===== src/design/rsc_pkg.sv =====
// Package: register map, field layout, reset values and timing counts
package rsc_pkg;
   // ==============================================
   // Register byte offsets
   localparam logic [7:0] OFS_FORCED = 8'h30;
   localparam logic [7:0] OFS_MODE = 8'h34;
   localparam logic [7:0] OFS_SELSTAT = 8'h38;
   localparam logic [7:0] OFS_PHALARM = 8'h3C;
   localparam logic [7:0] OFS_IRQ_STAT = 8'h40;
   localparam logic [7:0] OFS_IRQ_CLR = 8'h44;
   localparam logic [7:0] OFS_IRQ_EN = 8'h48;

   // ==============================================
   // Input mode field positions
   localparam int MODE_EXTSYNC_AUTO = 7;
   localparam int MODE_PHALARM_TO = 6;
   localparam int MODE_OSC_EDGE = 5;
   localparam int MODE_MAN_HOLD = 4;
   localparam int MODE_ETH_PLL_RESET = 3;
   localparam int MODE_NET_TYPE = 2;
   localparam int MODE_REVERTIVE = 0;
   // Reset value; the network type bit is replaced by the strap pin
   localparam logic [7:0] MODE_RESET = 8'hC0;
   localparam logic [7:0] MODE_RW_MASK = 8'hFD;
   localparam logic [3:0] FORCED_RESET = 4'h0;
   localparam logic [3:0] FORCED_AUTO = 4'h0;

   // ==============================================
   // Channels and priorities
   localparam int NUM_CHAN = 15;
   localparam logic [3:0] PRIO_HIGHEST = 4'h1;
   localparam logic [3:0] PRIO_OFF = 4'h0;
   localparam logic [3:0] CHAN_NONE = 4'h0;

   // ==============================================
   // Interrupt bits
   localparam int IRQ_W = 3;
   localparam int IRQ_SRC_CHANGE = 0;
   localparam int IRQ_HOLDOVER = 1;
   localparam int IRQ_PH_TIMEOUT = 2;

   // ==============================================
   // Timing
   localparam longint unsigned CLK_HZ = 40000000;
   localparam longint unsigned PH_TIMEOUT_S = 128;
   localparam logic [32:0] PH_TIMEOUT_CYCLES = 33'(PH_TIMEOUT_S * CLK_HZ);

   // ==============================================
   // Reference selection states
   typedef enum logic [2:0] {
      ST_FREE = 3'b001,
      ST_LOCKED = 3'b010,
      ST_HOLDOVER = 3'b100
   } rsc_state_t;
endpackage


===== src/design/rsc_sel_if.sv =====
// Interface between register bank and reference selection engine
`timescale 1ns/1ps
`default_nettype none
interface rsc_sel_if;
   import rsc_pkg::*;
   logic [3:0] forced;
   logic revertive;
   logic [3:0] selected;
   rsc_state_t state;

   modport ctrl (
      output forced,
      output revertive,
      input selected,
      input state
   );
   modport sel (
      input forced,
      input revertive,
      output selected,
      output state
   );
endinterface
`default_nettype wire


===== src/design/rsc_top.sv =====
// Register bank for reference selection and input modes of the main DPLL
`timescale 1ns/1ps
`default_nettype none
module rsc_top
   import rsc_pkg::*;
#(
   parameter logic [32:0] PH_TIMEOUT_CYC = PH_TIMEOUT_CYCLES
) (
   // Clock and reset
   input wire logic clk_i,
   input wire logic rst_i,
   // Wishbone slave
   input wire logic wb_cyc_i,
   input wire logic wb_stb_i,
   input wire logic wb_we_i,
   input wire logic [7:0] wb_adr_i,
   input wire logic [3:0] wb_sel_i,
   input wire logic [31:0] wb_dat_i,
   output logic [31:0] wb_dat_o,
   output logic wb_ack_o,
   // Source monitoring
   input wire logic [NUM_CHAN-1:0] chan_valid_i,
   input wire logic [4*NUM_CHAN-1:0] chan_prio_i,
   input wire logic dpll_locked_i,
   input wire logic [3:0] sync_source_i,
   input wire logic [NUM_CHAN-1:0] phase_alarm_i,
   // Straps and auxiliary path
   input wire logic network_type_pin_i,
   input wire logic aux_output_source_i,
   input wire logic aux_main_rate_i,
   // Selection results
   output logic [3:0] selected_channel_o,
   output logic [2:0] dpll_state_o,
   // Mode controls
   output logic extsync_enable_o,
   output logic osc_edge_select_o,
   output logic man_holdover_o,
   output logic ethernet_pll_reset_o,
   output logic network_type_select_o,
   output logic aux_sonet_rate_o,
   output logic [NUM_CHAN-1:0] phase_alarm_o,
   // Interrupt
   output logic irq_o
);
   // ==============================================
   // Byte lane mask from Wishbone select
   function automatic logic [31:0] lane_mask(input logic [3:0] s);
      lane_mask = {{8{s[3]}}, {8{s[2]}}, {8{s[1]}}, {8{s[0]}}};
   endfunction

   // Masked merge of written data into a register value
   function automatic logic [31:0] merge(input logic [31:0] old,
                                         input logic [31:0] dat,
                                         input logic [3:0] s);
      merge = (old & ~lane_mask(s)) | (dat & lane_mask(s));
   endfunction

   // ==============================================
   // Storage
   logic [7:0] mode;
   logic [3:0] forced;
   logic strap_done;
   logic [NUM_CHAN-1:0] ph_alarm;
   logic [32:0] ph_count [NUM_CHAN];
   logic [NUM_CHAN-1:0] ph_expire;
   logic [IRQ_W-1:0] irq_stat;
   logic [IRQ_W-1:0] irq_en;
   logic [3:0] prev_sel;
   rsc_state_t prev_state;

   // Bus decode
   logic bus_req;
   logic wr_now;
   logic [31:0] rd_val;
   logic [31:0] wr_mode;
   logic [31:0] wr_forced;
   logic [31:0] wr_ph;
   logic [31:0] wr_clr;
   logic [31:0] wr_en;
   logic [IRQ_W-1:0] irq_event;
   logic [IRQ_W-1:0] irq_clear;
   logic [NUM_CHAN-1:0] ph_sw_clear;

   rsc_sel_if sel_bus ();

   // ==============================================
   // Selection engine
   rsc_ref_select u_select (
      .clk_i(clk_i),
      .rst_i(rst_i),
      .sel(sel_bus.sel),
      .chan_valid_i(chan_valid_i),
      .chan_prio_i(chan_prio_i),
      .dpll_locked_i(dpll_locked_i)
   );

   assign sel_bus.forced = forced;
   assign sel_bus.revertive = mode[MODE_REVERTIVE];

   // ==============================================
   // Wishbone handshake
   assign bus_req = wb_cyc_i && wb_stb_i;
   // Writes land on the edge where the master samples ack
   assign wr_now = bus_req && wb_we_i && wb_ack_o;

   always_ff @(posedge clk_i) begin
      if (rst_i) begin
         wb_ack_o <= 1'b0;
      end else begin
         wb_ack_o <= bus_req && !wb_ack_o;
      end
   end

   // Read multiplexer; unmapped offsets read zero
   always_comb begin
      case (wb_adr_i)
         OFS_FORCED: begin
            rd_val = {28'h0000000, forced};
         end
         OFS_MODE: begin
            rd_val = {24'h000000, mode & MODE_RW_MASK};
         end
         OFS_SELSTAT: begin
            rd_val = {25'h0000000, sel_bus.state, sel_bus.selected};
         end
         OFS_PHALARM: begin
            rd_val = {17'h00000, ph_alarm};
         end
         OFS_IRQ_STAT: begin
            rd_val = {29'h00000000, irq_stat};
         end
         OFS_IRQ_EN: begin
            rd_val = {29'h00000000, irq_en};
         end
         default: begin
            rd_val = 32'h00000000;
         end
      endcase
   end

   always_ff @(posedge clk_i) begin
      if (rst_i) begin
         wb_dat_o <= 32'h00000000;
      end else if (bus_req && !wb_ack_o && !wb_we_i) begin
         wb_dat_o <= rd_val;
      end
   end

   // Merged write values; alarm and interrupt clear strobes are only lane-masked
   assign wr_mode = merge({24'h000000, mode}, wb_dat_i, wb_sel_i);
   assign wr_forced = merge({28'h0000000, forced}, wb_dat_i, wb_sel_i);
   assign wr_ph = wb_dat_i & lane_mask(wb_sel_i);
   assign wr_clr = wb_dat_i & lane_mask(wb_sel_i);
   assign wr_en = merge({29'h00000000, irq_en}, wb_dat_i, wb_sel_i);

   // ==============================================
   // Forced reference register
   always_ff @(posedge clk_i) begin
      if (rst_i) begin
         forced <= FORCED_RESET;
      end else if (wr_now && wb_adr_i == OFS_FORCED) begin
         forced <= wr_forced[3:0];
      end
   end

   // ==============================================
   // Input mode register
   always_ff @(posedge clk_i) begin
      if (rst_i) begin
         mode <= MODE_RESET;
         strap_done <= 1'b0;
      end else begin
         if (!strap_done) begin
            strap_done <= 1'b1;
            mode[MODE_NET_TYPE] <= network_type_pin_i;
         end
         if (wr_now && wb_adr_i == OFS_MODE) begin
            mode <= wr_mode[7:0] & MODE_RW_MASK;
         end
      end
   end

   // ==============================================
   // Phase alarms with optional automatic time-out
   assign ph_sw_clear = (wr_now && wb_adr_i == OFS_PHALARM) ?
                        wr_ph[NUM_CHAN-1:0] : '0;

   always_comb begin
      for (int i = 0; i < NUM_CHAN; i++) begin
         ph_expire[i] = mode[MODE_PHALARM_TO] && ph_alarm[i] &&
                        ph_count[i] >= PH_TIMEOUT_CYC - 33'd1;
      end
   end

   always_ff @(posedge clk_i) begin
      if (rst_i) begin
         ph_alarm <= '0;
      end else begin
         // A new alarm wins over a clear in the same cycle
         ph_alarm <= phase_alarm_i |
                     (ph_alarm & ~ph_sw_clear & ~ph_expire);
      end
   end

   always_ff @(posedge clk_i) begin
      if (rst_i) begin
         for (int i = 0; i < NUM_CHAN; i++) begin
            ph_count[i] <= 33'd0;
         end
      end else begin
         for (int i = 0; i < NUM_CHAN; i++) begin
            if (phase_alarm_i[i] || !ph_alarm[i] ||
                !mode[MODE_PHALARM_TO]) begin
               ph_count[i] <= 33'd0;
            end else begin
               ph_count[i] <= ph_count[i] + 33'd1;
            end
         end
      end
   end

   // ==============================================
   // Interrupt status, clear and enable
   always_ff @(posedge clk_i) begin
      if (rst_i) begin
         prev_sel <= CHAN_NONE;
         prev_state <= ST_FREE;
      end else begin
         prev_sel <= sel_bus.selected;
         prev_state <= sel_bus.state;
      end
   end

   always_comb begin
      irq_event = '0;
      irq_event[IRQ_SRC_CHANGE] = sel_bus.selected != prev_sel;
      irq_event[IRQ_HOLDOVER] = sel_bus.state == ST_HOLDOVER &&
                                prev_state != ST_HOLDOVER;
      irq_event[IRQ_PH_TIMEOUT] = |ph_expire;
   end

   assign irq_clear = (wr_now && wb_adr_i == OFS_IRQ_CLR) ?
                      wr_clr[IRQ_W-1:0] : '0;

   always_ff @(posedge clk_i) begin
      if (rst_i) begin
         irq_stat <= '0;
      end else begin
         // Set wins over clear
         irq_stat <= irq_event | (irq_stat & ~irq_clear);
      end
   end

   always_ff @(posedge clk_i) begin
      if (rst_i) begin
         irq_en <= '0;
      end else if (wr_now && wb_adr_i == OFS_IRQ_EN) begin
         irq_en <= wr_en[IRQ_W-1:0];
      end
   end

   always_ff @(posedge clk_i) begin
      if (rst_i) begin
         irq_o <= 1'b0;
      end else begin
         irq_o <= |(irq_stat & irq_en);
      end
   end

   // ==============================================
   // Selection results
   always_ff @(posedge clk_i) begin
      if (rst_i) begin
         selected_channel_o <= CHAN_NONE;
         dpll_state_o <= ST_FREE;
      end else begin
         selected_channel_o <= sel_bus.selected;
         dpll_state_o <= sel_bus.state;
      end
   end

   // ==============================================
   // Mode control outputs
   always_ff @(posedge clk_i) begin
      if (rst_i) begin
         extsync_enable_o <= 1'b0;
      end else begin
         extsync_enable_o <= mode[MODE_EXTSYNC_AUTO] &&
                             mode[MODE_ETH_PLL_RESET] &&
                             sel_bus.state == ST_LOCKED &&
                             sel_bus.selected == sync_source_i;
      end
   end

   always_ff @(posedge clk_i) begin
      if (rst_i) begin
         osc_edge_select_o <= 1'b0;
         man_holdover_o <= 1'b0;
         ethernet_pll_reset_o <= 1'b0;
      end else begin
         osc_edge_select_o <= mode[MODE_OSC_EDGE];
         man_holdover_o <= mode[MODE_MAN_HOLD];
         ethernet_pll_reset_o <= mode[MODE_ETH_PLL_RESET];
      end
   end

   always_ff @(posedge clk_i) begin
      if (rst_i) begin
         network_type_select_o <= 1'b0;
         aux_sonet_rate_o <= 1'b0;
      end else begin
         network_type_select_o <= mode[MODE_NET_TYPE];
         if (aux_output_source_i) begin
            aux_sonet_rate_o <= aux_main_rate_i;
         end else begin
            aux_sonet_rate_o <= mode[MODE_NET_TYPE];
         end
      end
   end

   always_ff @(posedge clk_i) begin
      if (rst_i) begin
         phase_alarm_o <= '0;
      end else begin
         phase_alarm_o <= ph_alarm;
      end
   end
endmodule // rsc_top
`default_nettype wire


===== src/design/rsc_ref_select.sv =====
// Reference selection engine for the main DPLL
`timescale 1ns/1ps
`default_nettype none
module rsc_ref_select
   import rsc_pkg::*;
(
   // Clock and reset
   input wire logic clk_i,
   input wire logic rst_i,
   // Control and result
   rsc_sel_if.sel sel,
   // Source monitoring
   input wire logic [NUM_CHAN-1:0] chan_valid_i,
   input wire logic [4*NUM_CHAN-1:0] chan_prio_i,
   input wire logic dpll_locked_i
);
   logic [3:0] prio [NUM_CHAN];
   logic [NUM_CHAN-1:0] eff_valid;
   logic [3:0] best;
   logic [3:0] best_prio;
   logic cur_ok;

   // ==============================================
   // Effective priority and validity
   always_comb begin
      for (int i = 0; i < NUM_CHAN; i++) begin
         if (sel.forced == 4'(i + 1)) begin
            prio[i] = PRIO_HIGHEST;
            eff_valid[i] = 1'b1;
         end else begin
            prio[i] = chan_prio_i[4*i +: 4];
            eff_valid[i] = chan_valid_i[i];
         end
      end
   end

   // Lowest nonzero priority wins; ties go to the lower channel
   always_comb begin
      best = CHAN_NONE;
      best_prio = PRIO_OFF;
      for (int i = 0; i < NUM_CHAN; i++) begin
         if (eff_valid[i] && prio[i] != PRIO_OFF &&
             (best == CHAN_NONE || prio[i] < best_prio)) begin
            best = 4'(i + 1);
            best_prio = prio[i];
         end
      end
   end

   always_comb begin
      cur_ok = 1'b0;
      for (int i = 0; i < NUM_CHAN; i++) begin
         if (sel.selected == 4'(i + 1)) begin
            cur_ok = eff_valid[i] && prio[i] != PRIO_OFF;
         end
      end
   end

   // ==============================================
   // Selected source
   always_ff @(posedge clk_i) begin
      if (rst_i) begin
         sel.selected <= CHAN_NONE;
      end else if (sel.revertive || !cur_ok) begin
         sel.selected <= best;
      end
   end

   // ==============================================
   // Lock state; a forced source stays valid so no holdover
   always_ff @(posedge clk_i) begin
      if (rst_i) begin
         sel.state <= ST_FREE;
      end else begin
         case (sel.state)
            ST_FREE: begin
               if (cur_ok && dpll_locked_i) begin
                  sel.state <= ST_LOCKED;
               end
            end
            ST_LOCKED: begin
               if (!cur_ok && best == CHAN_NONE) begin
                  sel.state <= ST_HOLDOVER;
               end else if (!dpll_locked_i) begin
                  sel.state <= ST_FREE;
               end
            end
            ST_HOLDOVER: begin
               if (best != CHAN_NONE) begin
                  sel.state <= ST_FREE;
               end
            end
            default: begin
               sel.state <= ST_FREE;
            end
         endcase
      end
   end
endmodule // rsc_ref_select
`default_nettype wire


===== config.mk =====
export PLATFORM = sky130hd
export DESIGN_NAME = rsc_top
export DESIGN_NICKNAME = d
export VERILOG_FILES = /design/src/design/rsc_pkg.sv /design/src/design/rsc_sel_if.sv /design/src/design/rsc_top.sv /design/src/design/rsc_ref_select.sv
export SDC_FILE = /design/constraint.sdc
export NUM_CORES = 1
export LEC_CHECK = 0
export BUFFER_PORTS_ARGS = -buffer_cell sky130_fd_sc_hd__buf_2
export CAP_MARGIN = 30
export CORE_ASPECT_RATIO = 1.4
export CORE_MARGIN = 5
export CORE_UTILIZATION = 50
export CTS_CLUSTER_SIZE = 16
export DETAILED_ROUTE_END_ITERATION = 8
export PLACE_DENSITY_LB_ADDON = 0.3
export REMOVE_ABC_BUFFERS = 1
export SLEW_MARGIN = 20
export SYNTH_ARGS = -nofsm -noshare
export SYNTH_HDL_FRONTEND = slang
export SYNTH_HIERARCHICAL = 1
export SYNTH_SLANG_ARGS = --single-unit

===== constraint.sdc =====
create_clock -name clk_i -period 28.6 [get_ports clk_i]
set_input_delay 8.58 -clock clk_i [delete_from_list [all_inputs] [get_ports clk_i]]
set_output_delay 8.58 -clock clk_i [all_outputs]
set_load 0.005 [all_outputs]

# Word level (Yosys, flattened, before mapping)
# Memory sizes are Yosys's and may differ from the RTL's.
# Index checks and enable logic that the tools add are counted.
[totals]
memories = 1
ram_bits = 495
ff_bits = 102
[op_classes]
reduce_logical = 173
n_bitwise = 47
n_eq_ne = 47
n_mux = 208
add_sub_neg = 15
magnitude_cmp = 29
[mem_list]
columns = ["memory", "words", "word_bits", "rd", "rd_ports_with_merged_regs", "write_ports", "line_no", "text"]
rows = [
  ["ph_count", 15, 33, 15, 0, 15, "rsc_top.sv:64", "logic [32:0] ph_count [NUM_CHAN];"],
]
[ops]
columns = ["operator", "n"]
rows = [
  ["$mux 33", 30],
  ["$add 33x1->33 const B", 15],
  ["$ge 33x33->1 const B", 15],
  ["$mux 4", 37],
  ["$mux 1", 126],
  ["$pmux 15 s6", 1],
  ["$logic_and 1x1->1", 75],
  ["$eq 4x4->1 const B", 16],
  ["$reduce_bool 4->1", 16],
  ["$logic_not 4->1", 15],
  ["$lt 4x4->1", 14],
  ["$and 15x15->15", 3],
  ["$logic_or 1x1->1", 45],
  ["$eq 4x3->1 const B", 8],
  ["$eq 8x6->1 const B", 4],
  ["$mux 3", 10],
  ["$not 15->15", 2],
  ["$or 1x1->1", 30],
  ["$eq 8x7->1 const B", 3],
  ["$logic_not 1->1", 19],
  ["$eq 4x2->1 const B", 4],
  ["$mux 15", 1],
  ["$or 15x15->15", 1],
  ["$reduce_or 15->1", 1],
  ["other kinds (21)", 28],
]

# Longest topological paths before layout
# Gate-level depths: netlist of the first run.
[depth]
depth_word = 65
mapped_depth = 114

# Modules after synthesis
# The synthesis of the first run kept the hierarchy.
[modules_own_cells]
columns = ["module", "seq_area_each_um2", "area_each_um2", "instances", "cells_per_inst"]
rows = [
  ["rsc_top", 16425.8, 30007.5, 1, 2951],
  ["rsc_ref_select", 140.1, 4500.6, 1, 648],
]

# Least setup slack after synthesis of the first run
# Ideal clock, no wire load.
[synth_path]
path_kind = "in2reg"
from = "in chan_valid_i[0]"
to = "reg u_select.sel.selected[0]"
arrival_ns = 27.835
setup_time_ns = 0.084
path_stages = 107
setup_slack_ns = 0.681
t_required_ns = 28.516
path_cell_list = "clkbuf_1 -> nand3_1 -> ha_1 -> o211ai_1 -> o21ai_1 -> a21oi_1 -> mux2_4 -> ha_1 -> o21ai_0 -> a21oi_1 -> o21ai_0 -> and2_1 -> a21oi_2 -> mux2_4 -> ha_1 -> a21o_1 -> a21oi_1 -> a31oi_1 -> [71 not listed] -> a21oi_1 -> a221oi_2 -> o21a_2 -> buf_6 -> mux2_1 -> ha_1 -> a2111oi_0 -> a21oi_1 -> mux2i_2 -> nand2_1 -> mux2_1 -> ha_1 -> o21ai_0 -> nand2b_1 -> a21oi_1 -> a21oi_1 -> o22a_1 -> o31ai_2"
[synth_between]
elab_chain_len = 59
elab_cells_between_ends = 104
[synth_rtl]
columns = ["item", "line_no", "text"]
rows = [
  ["start: declaration", "rsc_top.sv:22", "input wire logic [NUM_CHAN-1:0] chan_valid_i,"],
  ["$mux 1 (*)", "rsc_ref_select.sv:27", "if (sel.forced == 4'(i + 1)) begin"],
  ["$logic_and 1x1->1 (*)", "rsc_ref_select.sv:42, rsc_ref_select.sv:54", ""],
  ["$mux 4 / $mux 1 (equally long branches)", "rsc_ref_select.sv:42", "if (eff_valid[i] && prio[i] != PRIO_OFF &&"],
  ["$lt 4x4->1 / $logic_not 4->1 (equally long branches)", "rsc_ref_select.sv:43", "(best == CHAN_NONE || prio[i] < best_prio)) begin"],
  ["$logic_or 1x1->1", "rsc_ref_select.sv:43", ""],
  ["$logic_and 1x1->1", "rsc_ref_select.sv:42", ""],
  ["$mux 4 / $mux 2 (equally long branches)", "rsc_ref_select.sv:42", ""],
  ["$lt 4x4->1 / $logic_not 4->1 (equally long branches)", "rsc_ref_select.sv:43", ""],
  ["[43 not listed]", "--", ""],
  ["$lt 4x4->1 / $logic_not 4->1 (equally long branches)", "rsc_ref_select.sv:43", ""],
  ["$logic_or 1x1->1", "rsc_ref_select.sv:43", ""],
  ["$logic_and 1x1->1", "rsc_ref_select.sv:42", ""],
  ["$mux 4", "rsc_ref_select.sv:42", ""],
  ["$lt 4x4->1 / $logic_not 4->1 (equally long branches)", "rsc_ref_select.sv:43", ""],
  ["$logic_or 1x1->1", "rsc_ref_select.sv:43", ""],
  ["$logic_and 1x1->1", "rsc_ref_select.sv:42", ""],
  ["$mux 4", "rsc_ref_select.sv:42", ""],
  ["end signal: assignment", "rsc_ref_select.sv:65", "sel.selected <= best;"],
  ["end: declaration", "rsc_sel_if.sv:20", "output selected,"],
]
# Every way passes the cells marked *; elsewhere a longest branch is shown, timed or not.
# A chain may end at the register's enable or synchronous reset.

# Worst setup path after layout of the first run
# Ends and elaborated chain as after synthesis.

==> flow_summary.toml, run 1 <==
[status]
status = "completed"

[global_route]
grt_pass1_wl_mm = 133
grt_max_degree = 66
grt_pass1_vias = 27400
gr-total-overflow = 0
antenna_found_initial = 17
grt_util_all_layers_pct = 21.6

[synth]
synth_edf_count = 495
synth.distinct_cells = 131
netlist_area_um2 = 34500
ys_seq_elements = 580
yosysSeqAreaShare_pct = 48.0
ys_warn_count = 6
synthCells = 3599
syn_area_per_cell_um2 = 9.59
yosysMostFrequentCell = "nor2_1"
synthTopCellsByArea = "edfxtp_1, nor2_1, xor2_1"
ys.flop_type = "edfxtp_1"
netlist.area_leader.share_pct = 43.1
synth_common_cells = "nor2_1, edfxtp_1, nand2_1, xor2_1, nand3_1"
async_reset_ff_share_pct = 0
yosysTopAreaCell = "edfxtp_1"

[sta]
period_needed_ns = 27.34
tightest_slew_ns = 0.876
final_max_slew_viol_count = 0
fin_crit_sh_pct = 95.6
hold_violations = 0
worst_slack_ns = 1.26
fmax_mhz = 36.6
maxSlewHeadroom_pct = 41.0
fin_skew_ns = 0.0193
setup_viol_count_final = 0

[placement]
dp_hpwl_mm = 62.9
dp_slack_ns = -0.202
io_buffers = 172
place_area_um2 = 38600
gp_congestion = 0.993

[setup_path]
slowest_delay_ns = 0.41
crit_type = "primary input to flip-flop"
cp_common_cell = "ha_1"
cp_slowest_cell = "a2111oi_2"
startpoint_type = "primary input"
required_ns = 29.13
arrival_ns = 27.87
cp-end-kind = "flip-flop"
crit_fanout = 8

[route]
wl_per_cell_um = 15.7
first_pass_iters = 6
vias = 28400
antenna_left = 0
drcViolationCount = 0
wirelength_mm = 83.4
drt_iter0_drc = 1789
vias_per_cell = 5.34

[pwr]
totalPowerFinal_mw = 2.30
max-vdd-ir-drop_mv = 0.0521
power_frac_comb_pct = 24.2
p_sw_share_pct = 29.3
power.switching_uw = 675
clock_power_share_pct = 31.8
power_frac_seq_pct = 44.0
cellInternalPower_mw = 1.63
leakagePower_nw = 14.9
p_per_area_nw_per_um2 = 56.7

[cts]
clk_pin_slew_ns = 0.06
cts_tree = "done"
holdBufCountCts = 0
cts_made_buffers = 56
cts.sinks = 580
root_buffer = "clkbuf_16"
cts_max_level = 2
clock_latency_ns = 0.61
clock_path_buffers = 3

[finish]
finalNetCount = 4514
num-fill-cells = 6165
seq_area_um2 = 16600
syn_to_final_growth_pct = 17.7
final_area_um2 = 40600
multiInputGateArea_um2 = 19200
post_route_cells_drive_above_1_share_pct = 11.2

[floorplanning]
core_area_um2 = 68800
ios = 209
start_util_pct = 50.2
rows = 114
die_y_um = 321
die_area_um2 = 74400
die-width_um = 232

[worst_hold_path]
hp-class = "flip-flop to flip-flop"

[flow_run]
drv_cap = 0
through the flow:
stage               setup TNS, ns  hold slack, ns  std cells  utilization (%)
finish                          0           0.456       5314             59.1
global route              -0.0235           0.476       5309             59.1
CTS                             0           0.457       5296             58.8
detailed placement         -0.656           0.448       5192             56.2
global placement                0           0.437       5191             56.2
floorplan                       0           0.442       4003                -
critical path: cells and delay by family:
| family | cells | cell delay [ns] |
|---|---|---|
| AO/OA/AOI/OAI | 42 | 7.72 |
| multiplexers | 7 | 1.79 |
| adder cells (fa/ha/maj) | 14 | 3.73 |
| AND/OR/NAND/NOR | 36 | 4.76 |
| buffers and inverters | 8 | 1.24 |
cell usage in the layout, fill, tap and decap left out, types with 43 or more instances in the layout:
cell	instances
buf_4	95
inv_1	79
conb_1	512
o21ai_0	85
nor2_1	652
edfxtp_1	495
dfxtp_1	85
xnor2_1	153
and2_1	60
nor3_1	68
nand4_1	122
xor2_1	268
and3_1	81
a31oi_1	43
clkbuf_16	57
buf_2	171
or3_1	65
a21oi_1	146
nand3_1	221
nand2_1	331
cell type report:
type                       instances  share of cell area, %
multi-input combinational       3344                   47.2
sequential                       580                   40.8
clock buffer                      85                   4.14
timing repair buffer             267                   3.90
tap                              928                   2.86
inverter                          79                  0.730
clock inverter                    19                  0.323
antenna                           12                 0.0739
timing repair:
| action | in CTS | in global routing |
|---|---|---|
| resized for setup | 0 | 24 |
| setup buffers | 0 | 6 |
| setup endpoints to repair | 0 | 4 |
cell families (layout without fill, tap and decap cells):
kind of cell,after synthesis,in the layout,synth area share [%]
multiplexers,31,31,1.09
buffers and inverters,185,450,2.29
AO/OA/AOI/OAI,491,491,9.79
other,2,524,0.0218
flip-flops,580,580,48.0
XOR/XNOR,422,422,10.7
adder cells (fa/ha/maj),43,43,1.53
AND/OR/NAND/NOR,1845,1845,26.5
power groups by stage:
stage / logic, mW / registers [mW] / clock network, mW
6_report: 0.557 / 1.01 / 0.731
3_5_place_dp: 0.532 / 1.03 / 0
4_1_cts: 0.535 / 1.01 / 0.754
5_1_grt: 0.607 / 1.02 / 0.789
2_1_floorplan: 0.347 / 1.01 / 0
3_3_place_gp: 0.525 / 1.03 / 0
state kept, by name, summed over array words and instances (netlist names), 3 cells and up, named ones only:
name                   flops
ph_count                 495
ph_alarm                  15
phase_alarm_o             15
wb_dat_o                  15
selected_channel_o         4
u_select/sel.selected      4
dpll_state_o               3
irq_stat                   3
u_select/sel.state         3
final timing paths:
path	from	to	slack, ns	cells after the start
worst min-delay path	wb_dat_o[13]	wb_dat_o[13]	0.46	2
worst max register to register	flip-flop	u_select/sel.selected[0]	8.10	108
worst max-delay path	chan_valid_i[0]	u_select/sel.selected[0]	1.26	107
worst min register to register	wb_dat_o[13]	wb_dat_o[13]	0.46	2
routing by layer:
metal	share of wire, %	vias up	track usage, %
met2	50	728	38.9
met4	4.4	4	9.71
met3	6.0	226	3.79
li1	-	14000	-
met1	40	13400	25.2
met5	0.041	-	0
No activity file was read; power rests on OpenSTA's default activity.
==> inputs of run 2 (changes only) <==
--- a/config.mk
+++ b/config.mk
@@ -13,6 +13,7 @@
 export CTS_CLUSTER_SIZE = 16
 export DETAILED_ROUTE_END_ITERATION = 8
 export PLACE_DENSITY_LB_ADDON = 0.3
+export RECOVER_POWER = 25
 export REMOVE_ABC_BUFFERS = 1
 export SLEW_MARGIN = 20
 export SYNTH_ARGS = -nofsm -noshare
==> run 2 against run 1 <==
Effect of this change: the run now ends with max-capacitance violations, max-slew violations left; combinational power about the same; wire length hardly changed; via count about the same; final cell count about the same; clock skew rose by 0.0018 ns; worst setup slack improved by 0.00088 ns; sequential power barely moved; sequential share of layout area increased by 0.063 points; maximum frequency is essentially flat; non-clock buffer count did not move; utilization is 0.091 points lower.
==> flow_summary.toml, run 2 (synthesized netlist as in run 1, its figures left out) <==
[status]
status = "finished, violations left"
violations = "max-capacitance violations, max-slew violations"

[pwr]
cellInternalPower_mw = 1.63
power.switching_uw = 674
p_per_area_nw_per_um2 = 56.7
leakagePower_nw = 14.9
clock_power_share_pct = 31.8
power_frac_comb_pct = 24.2
p_sw_share_pct = 29.3
power_frac_seq_pct = 44.0
max-vdd-ir-drop_mv = 0.0522

[floorplanning]
ios = 209
die-width_um = 232
die_y_um = 321
core_area_um2 = 68800
die_area_um2 = 74400
start_util_pct = 50.2
rows = 114

[setup_path]
crit_type = "primary input to flip-flop"
required_ns = 29.09
path_buf_inv = 8
cp_common_cell = "ha_1"
cp-end-kind = "flip-flop"
crit_family = "compound AO/OA/AOI/OAI gates"
startpoint_type = "primary input"
arrival_ns = 27.84
slowest_delay_ns = 0.40
crit_fanout = 8
cp_slowest_cell = "a2111oi_2"

[sta]
holdWs_ns = 0.457
tightest_slew_ns = 3.34
final_max_slew_viol_count = 66
worst_slack_ns = 1.26
setup_viol_count_final = 0
period_needed_ns = 27.34
fin_skew_ns = 0.0211
fin_crit_sh_pct = 95.6
hold_violations = 0
maxSlewHeadroom_pct = -123
fmax_mhz = 36.6

[route]
first_pass_iters = 5
drt_iter0_drc = 1746
antenna_left = 0
drcViolationCount = 0
vias_per_cell = 5.33
vias = 28300
wl_per_cell_um = 15.7
wirelength_mm = 83.4

[cts]
clk_pin_slew_ns = 0.06
cts_max_level = 2
cts_made_buffers = 56
clock_latency_ns = 0.61
root_buffer = "clkbuf_16"
clock_path_buffers = 3
cts.sinks = 580
holdBufCountCts = 0
cts_tree = "done"

[global_route]
grt_pass1_vias = 27400
grt_pass1_wl_mm = 133
gr-total-overflow = 0
grt_max_degree = 66
grt_util_all_layers_pct = 21.6
antenna_found_initial = 17

[finish]
largest-register = "ph_count"
most-common-layout-cells = "nor2_1, conb_1, edfxtp_1"
largest_reg_flops = 495
syn_to_final_growth_pct = 17.5
layout_commonest_cell = "nor2_1"
post_route_cells_drive_above_1_share_pct = 10.9
num-fill-cells = 6176
finalNetCount = 4514

[placement]
dp_hpwl_mm = 62.9
gp_congestion = 0.993
dp_slack_ns = -0.202
io_buffers = 172

[worst_hold_path]
hp-class = "flip-flop to flip-flop"

[flow_run]
drv_cap = 1
## run 2: worst register-to-register path, delay by kind of cell, from the launching register on
family,cells,cell delay [ns]
simple gates,37,5.37
buf+inv,8,1.14
compound gates,42,7.70
flops,1,0.67
mux,7,1.78
fa+ha+maj,14,3.73
## run 2: path summary, 6_finish.rpt
kind	from	endpoint	slack (ns)	cells after the start
worst max-delay path	chan_valid_i[0]	u_select/sel.selected[2]	1.26	107
worst min-delay path	wb_dat_o[14]	wb_dat_o[14]	0.46	2
worst max register to register	flip-flop	u_select/sel.selected[2]	8.10	108
worst min register to register	wb_dat_o[14]	wb_dat_o[14]	0.46	2
## run 2: layout make-up
class	instances	area, um2	area share, %
inverters	79	297	0.731
diodes	11	27.5	0.0679
clock inverters	19	131	0.324
well taps	928	1160	2.86
flip-flops and latches	580	16600	40.8
multi-input cells	3344	19200	47.3
repair buffers	267	1530	3.76
clock buffers	85	1680	4.15
## run 2: power by group through the flow
stage / clock, mW / sequential, mW / combinational (mW)
2_1_floorplan: 0 / 1.01 / 0.347
3_5_place_dp: 0 / 1.03 / 0.532
3_3_place_gp: 0 / 1.03 / 0.525
4_1_cts: 0.754 / 1.01 / 0.535
6_report: 0.731 / 1.01 / 0.556
5_1_grt: 0.789 / 1.02 / 0.607
## run 2: stage by stage
| stage | total power, mW | utilization (%) | cell area [um2] | std cells | TNS [ns] |
|---|---|---|---|---|---|
| 5_1_grt | 2.41 | 59.0 | 40500 | 5309 | -0.0419 |
| 4_1_cts | 2.30 | 58.8 | 40500 | 5296 | 0 |
| 6_report | 2.30 | 59.0 | 40600 | 5313 | 0 |
| 3_5_place_dp | 1.56 | 56.2 | 38600 | 5192 | -0.656 |
| 3_3_place_gp | 1.55 | 56.2 | 38600 | 5191 | 0 |
| 2_1_floorplan | 1.36 | - | 35900 | 4003 | 0 |
## run 2: timing repair
action,4_1_cts,5_1_grt
setup buffers,0,6
resized for setup,0,24
endpoints found under the setup margin,0,4
## run 2: per-layer routing
layer | track usage (%) | part of all wire (%)
met2 | 38.9 | 50
met5 | 0 | 0.056
met4 | 9.71 | 4.6
met3 | 3.79 | 5.8
met1 | 25.2 | 40
==> inputs of run 3 (changes only) <==
--- a/config.mk
+++ b/config.mk
@@ -10,11 +10,13 @@
 export CORE_ASPECT_RATIO = 1.4
 export CORE_MARGIN = 5
 export CORE_UTILIZATION = 50
+export CTS_BUF_LIST = sky130_fd_sc_hd__clkbuf_2 sky130_fd_sc_hd__clkbuf_4 sky130_fd_sc_hd__clkbuf_8
 export CTS_CLUSTER_SIZE = 16
 export DETAILED_ROUTE_END_ITERATION = 8
 export PLACE_DENSITY_LB_ADDON = 0.3
 export RECOVER_POWER = 25
 export REMOVE_ABC_BUFFERS = 1
+export SKIP_CTS_REPAIR_TIMING = 1
 export SLEW_MARGIN = 20
 export SYNTH_ARGS = -nofsm -noshare
 export SYNTH_HDL_FRONTEND = slang
==> run 3 against run 2 <==
Effect of this change: count of clock-buffer cells in the layout grew 43; utilization grew 0.14 points; worst hold slack lost 0.0032 ns; power grew 0.43%; the flow still finishes with violations (max-capacitance violations, max-slew violations); die area is the same; critical path type unchanged.
==> flow_summary.toml, run 3 (synthesized netlist as in run 1, its figures left out) <==
[route]
wl_per_cell_um = 15.6
vias = 28400
vias_per_cell = 5.28
drcViolationCount = 0
drt_iter0_drc = 1672
wirelength_mm = 83.7
antenna_left = 0
first_pass_iters = 5

[setup_path]
reg2reg_slack_ns = 8.02
arrival_ns = 27.88
cp-end-kind = "flip-flop"
cp_slowest_cell = "a2111oi_2"
startpoint_type = "primary input"
required_ns = 29.16
slowest_delay_ns = 0.41
crit_fanout = 8
cp_common_cell = "ha_1"
crit_type = "primary input to flip-flop"

[finish]
final_area_um2 = 40700
num-fill-cells = 6207
layout_commonest_cell = "nor2_1"
most-common-layout-cells = "nor2_1, conb_1, edfxtp_1"
post_route_cells_drive_above_1_share_pct = 12.1
largest_reg_flops = 495
largest-register = "ph_count"
syn_to_final_growth_pct = 17.8
finalNetCount = 4545
finish.utilization_pct = 59.1

[sta]
fin_crit_sh_pct = 95.5
holdWs_ns = 0.454
final_max_slew_viol_count = 81
tightest_slew_ns = 3.37
fin_skew_ns = 0.0413
final.setup.tns_ns = 0
hold_violations = 0
period_needed_ns = 27.32
fmax_mhz = 36.6
setup_viol_count_final = 0
maxSlewHeadroom_pct = -125

[pwr]
p_per_area_nw_per_um2 = 56.8
totalPowerFinal_mw = 2.31
leakagePower_nw = 15.0
max-vdd-ir-drop_mv = 0.0407

[status]
violations = "max-capacitance violations, max-slew violations"
status = "finished, violations left"

[floorplanning]
rows = 114
die_y_um = 321
core_area_um2 = 68800
die-width_um = 232
start_util_pct = 50.2
die_area_um2 = 74400
ios = 209

[global_route]
grt_pass1_vias = 27500
grt_util_all_layers_pct = 21.8
antenna_found_initial = 17
grt_max_degree = 66
gr-total-overflow = 0
grt_pass1_wl_mm = 134

[placement]
place_area_um2 = 38600
dp_hpwl_mm = 62.9
io_buffers = 172
gp_congestion = 0.993

[cts]
cts_max_level = 3
root_buffer = "clkbuf_8"
clock_latency_ns = 0.70
clock_path_buffers = 3
cts_made_buffers = 89
clk_pin_slew_ns = 0.06
cts.sinks = 580
cts_tree = "done"

[flow_run]
drv_cap = 2

[worst_hold_path]
hp-class = "flip-flop to flip-flop"
-- run 3: critical path, delay by kind of cell --
kind                       cells  cell delay (ns)
AOI/OAI and AO/OA             43             7.56
buffers and inverters          9             1.39
and+or+nand+nor               35             4.63
adders and majority gates     14             3.91
muxes                          7             1.78
-- run 3: worst paths after layout --
| kind | startpoint | endpoint | depth (start not counted) |
|---|---|---|---|
| min reg2reg | wb_dat_o[14] | wb_dat_o[14] | 2 |
| max reg2reg | flip-flop | u_select/sel.selected[2] | 108 |
| min | wb_dat_o[14] | wb_dat_o[14] | 2 |
| max | chan_valid_i[0] | u_select/sel.selected[2] | 108 |
-- run 3: final cells by class --
class	count	area (um2)	share of cell area, %
antenna	20	50.0	0.123
clock inverter	35	329	0.809
sequential	580	16600	40.7
tap	928	1160	2.86
clock buffer	128	1590	3.90
inverter	79	297	0.729
timing repair buffer	265	1510	3.71
multi-input combinational	3344	19200	47.1
-- run 3: routing by layer --
metal | vias up | GRT usage, % | wire length (um)
met5 | - | 0 | 0
met4 | 0 | 11.5 | 4040
met3 | 229 | 3.83 | 5360
met2 | 750 | 38.7 | 41300
met1 | 13300 | 25.0 | 33000
li1 | 14100 | - | -
-- run 3: report_power, final --
group	internal, mW	leakage (nW)	switching [mW]
sequential	0.960	5.80	0.0530
combinational	0.252	8.13	0.303
clock	0.406	1.02	0.337
total	1.62	15.0	0.693
-- run 3: metrics by stage --
| stage | cells | setup slack, ns |
|---|---|---|
| final | 5379 | 1.28 |
| after global routing | 5367 | -0.0779 |
| after CTS | 5355 | 0.453 |
| after detailed placement | 5192 | -0.202 |
| after global placement | 5191 | 0.0439 |
| after floorplan | 4003 | 0.792 |
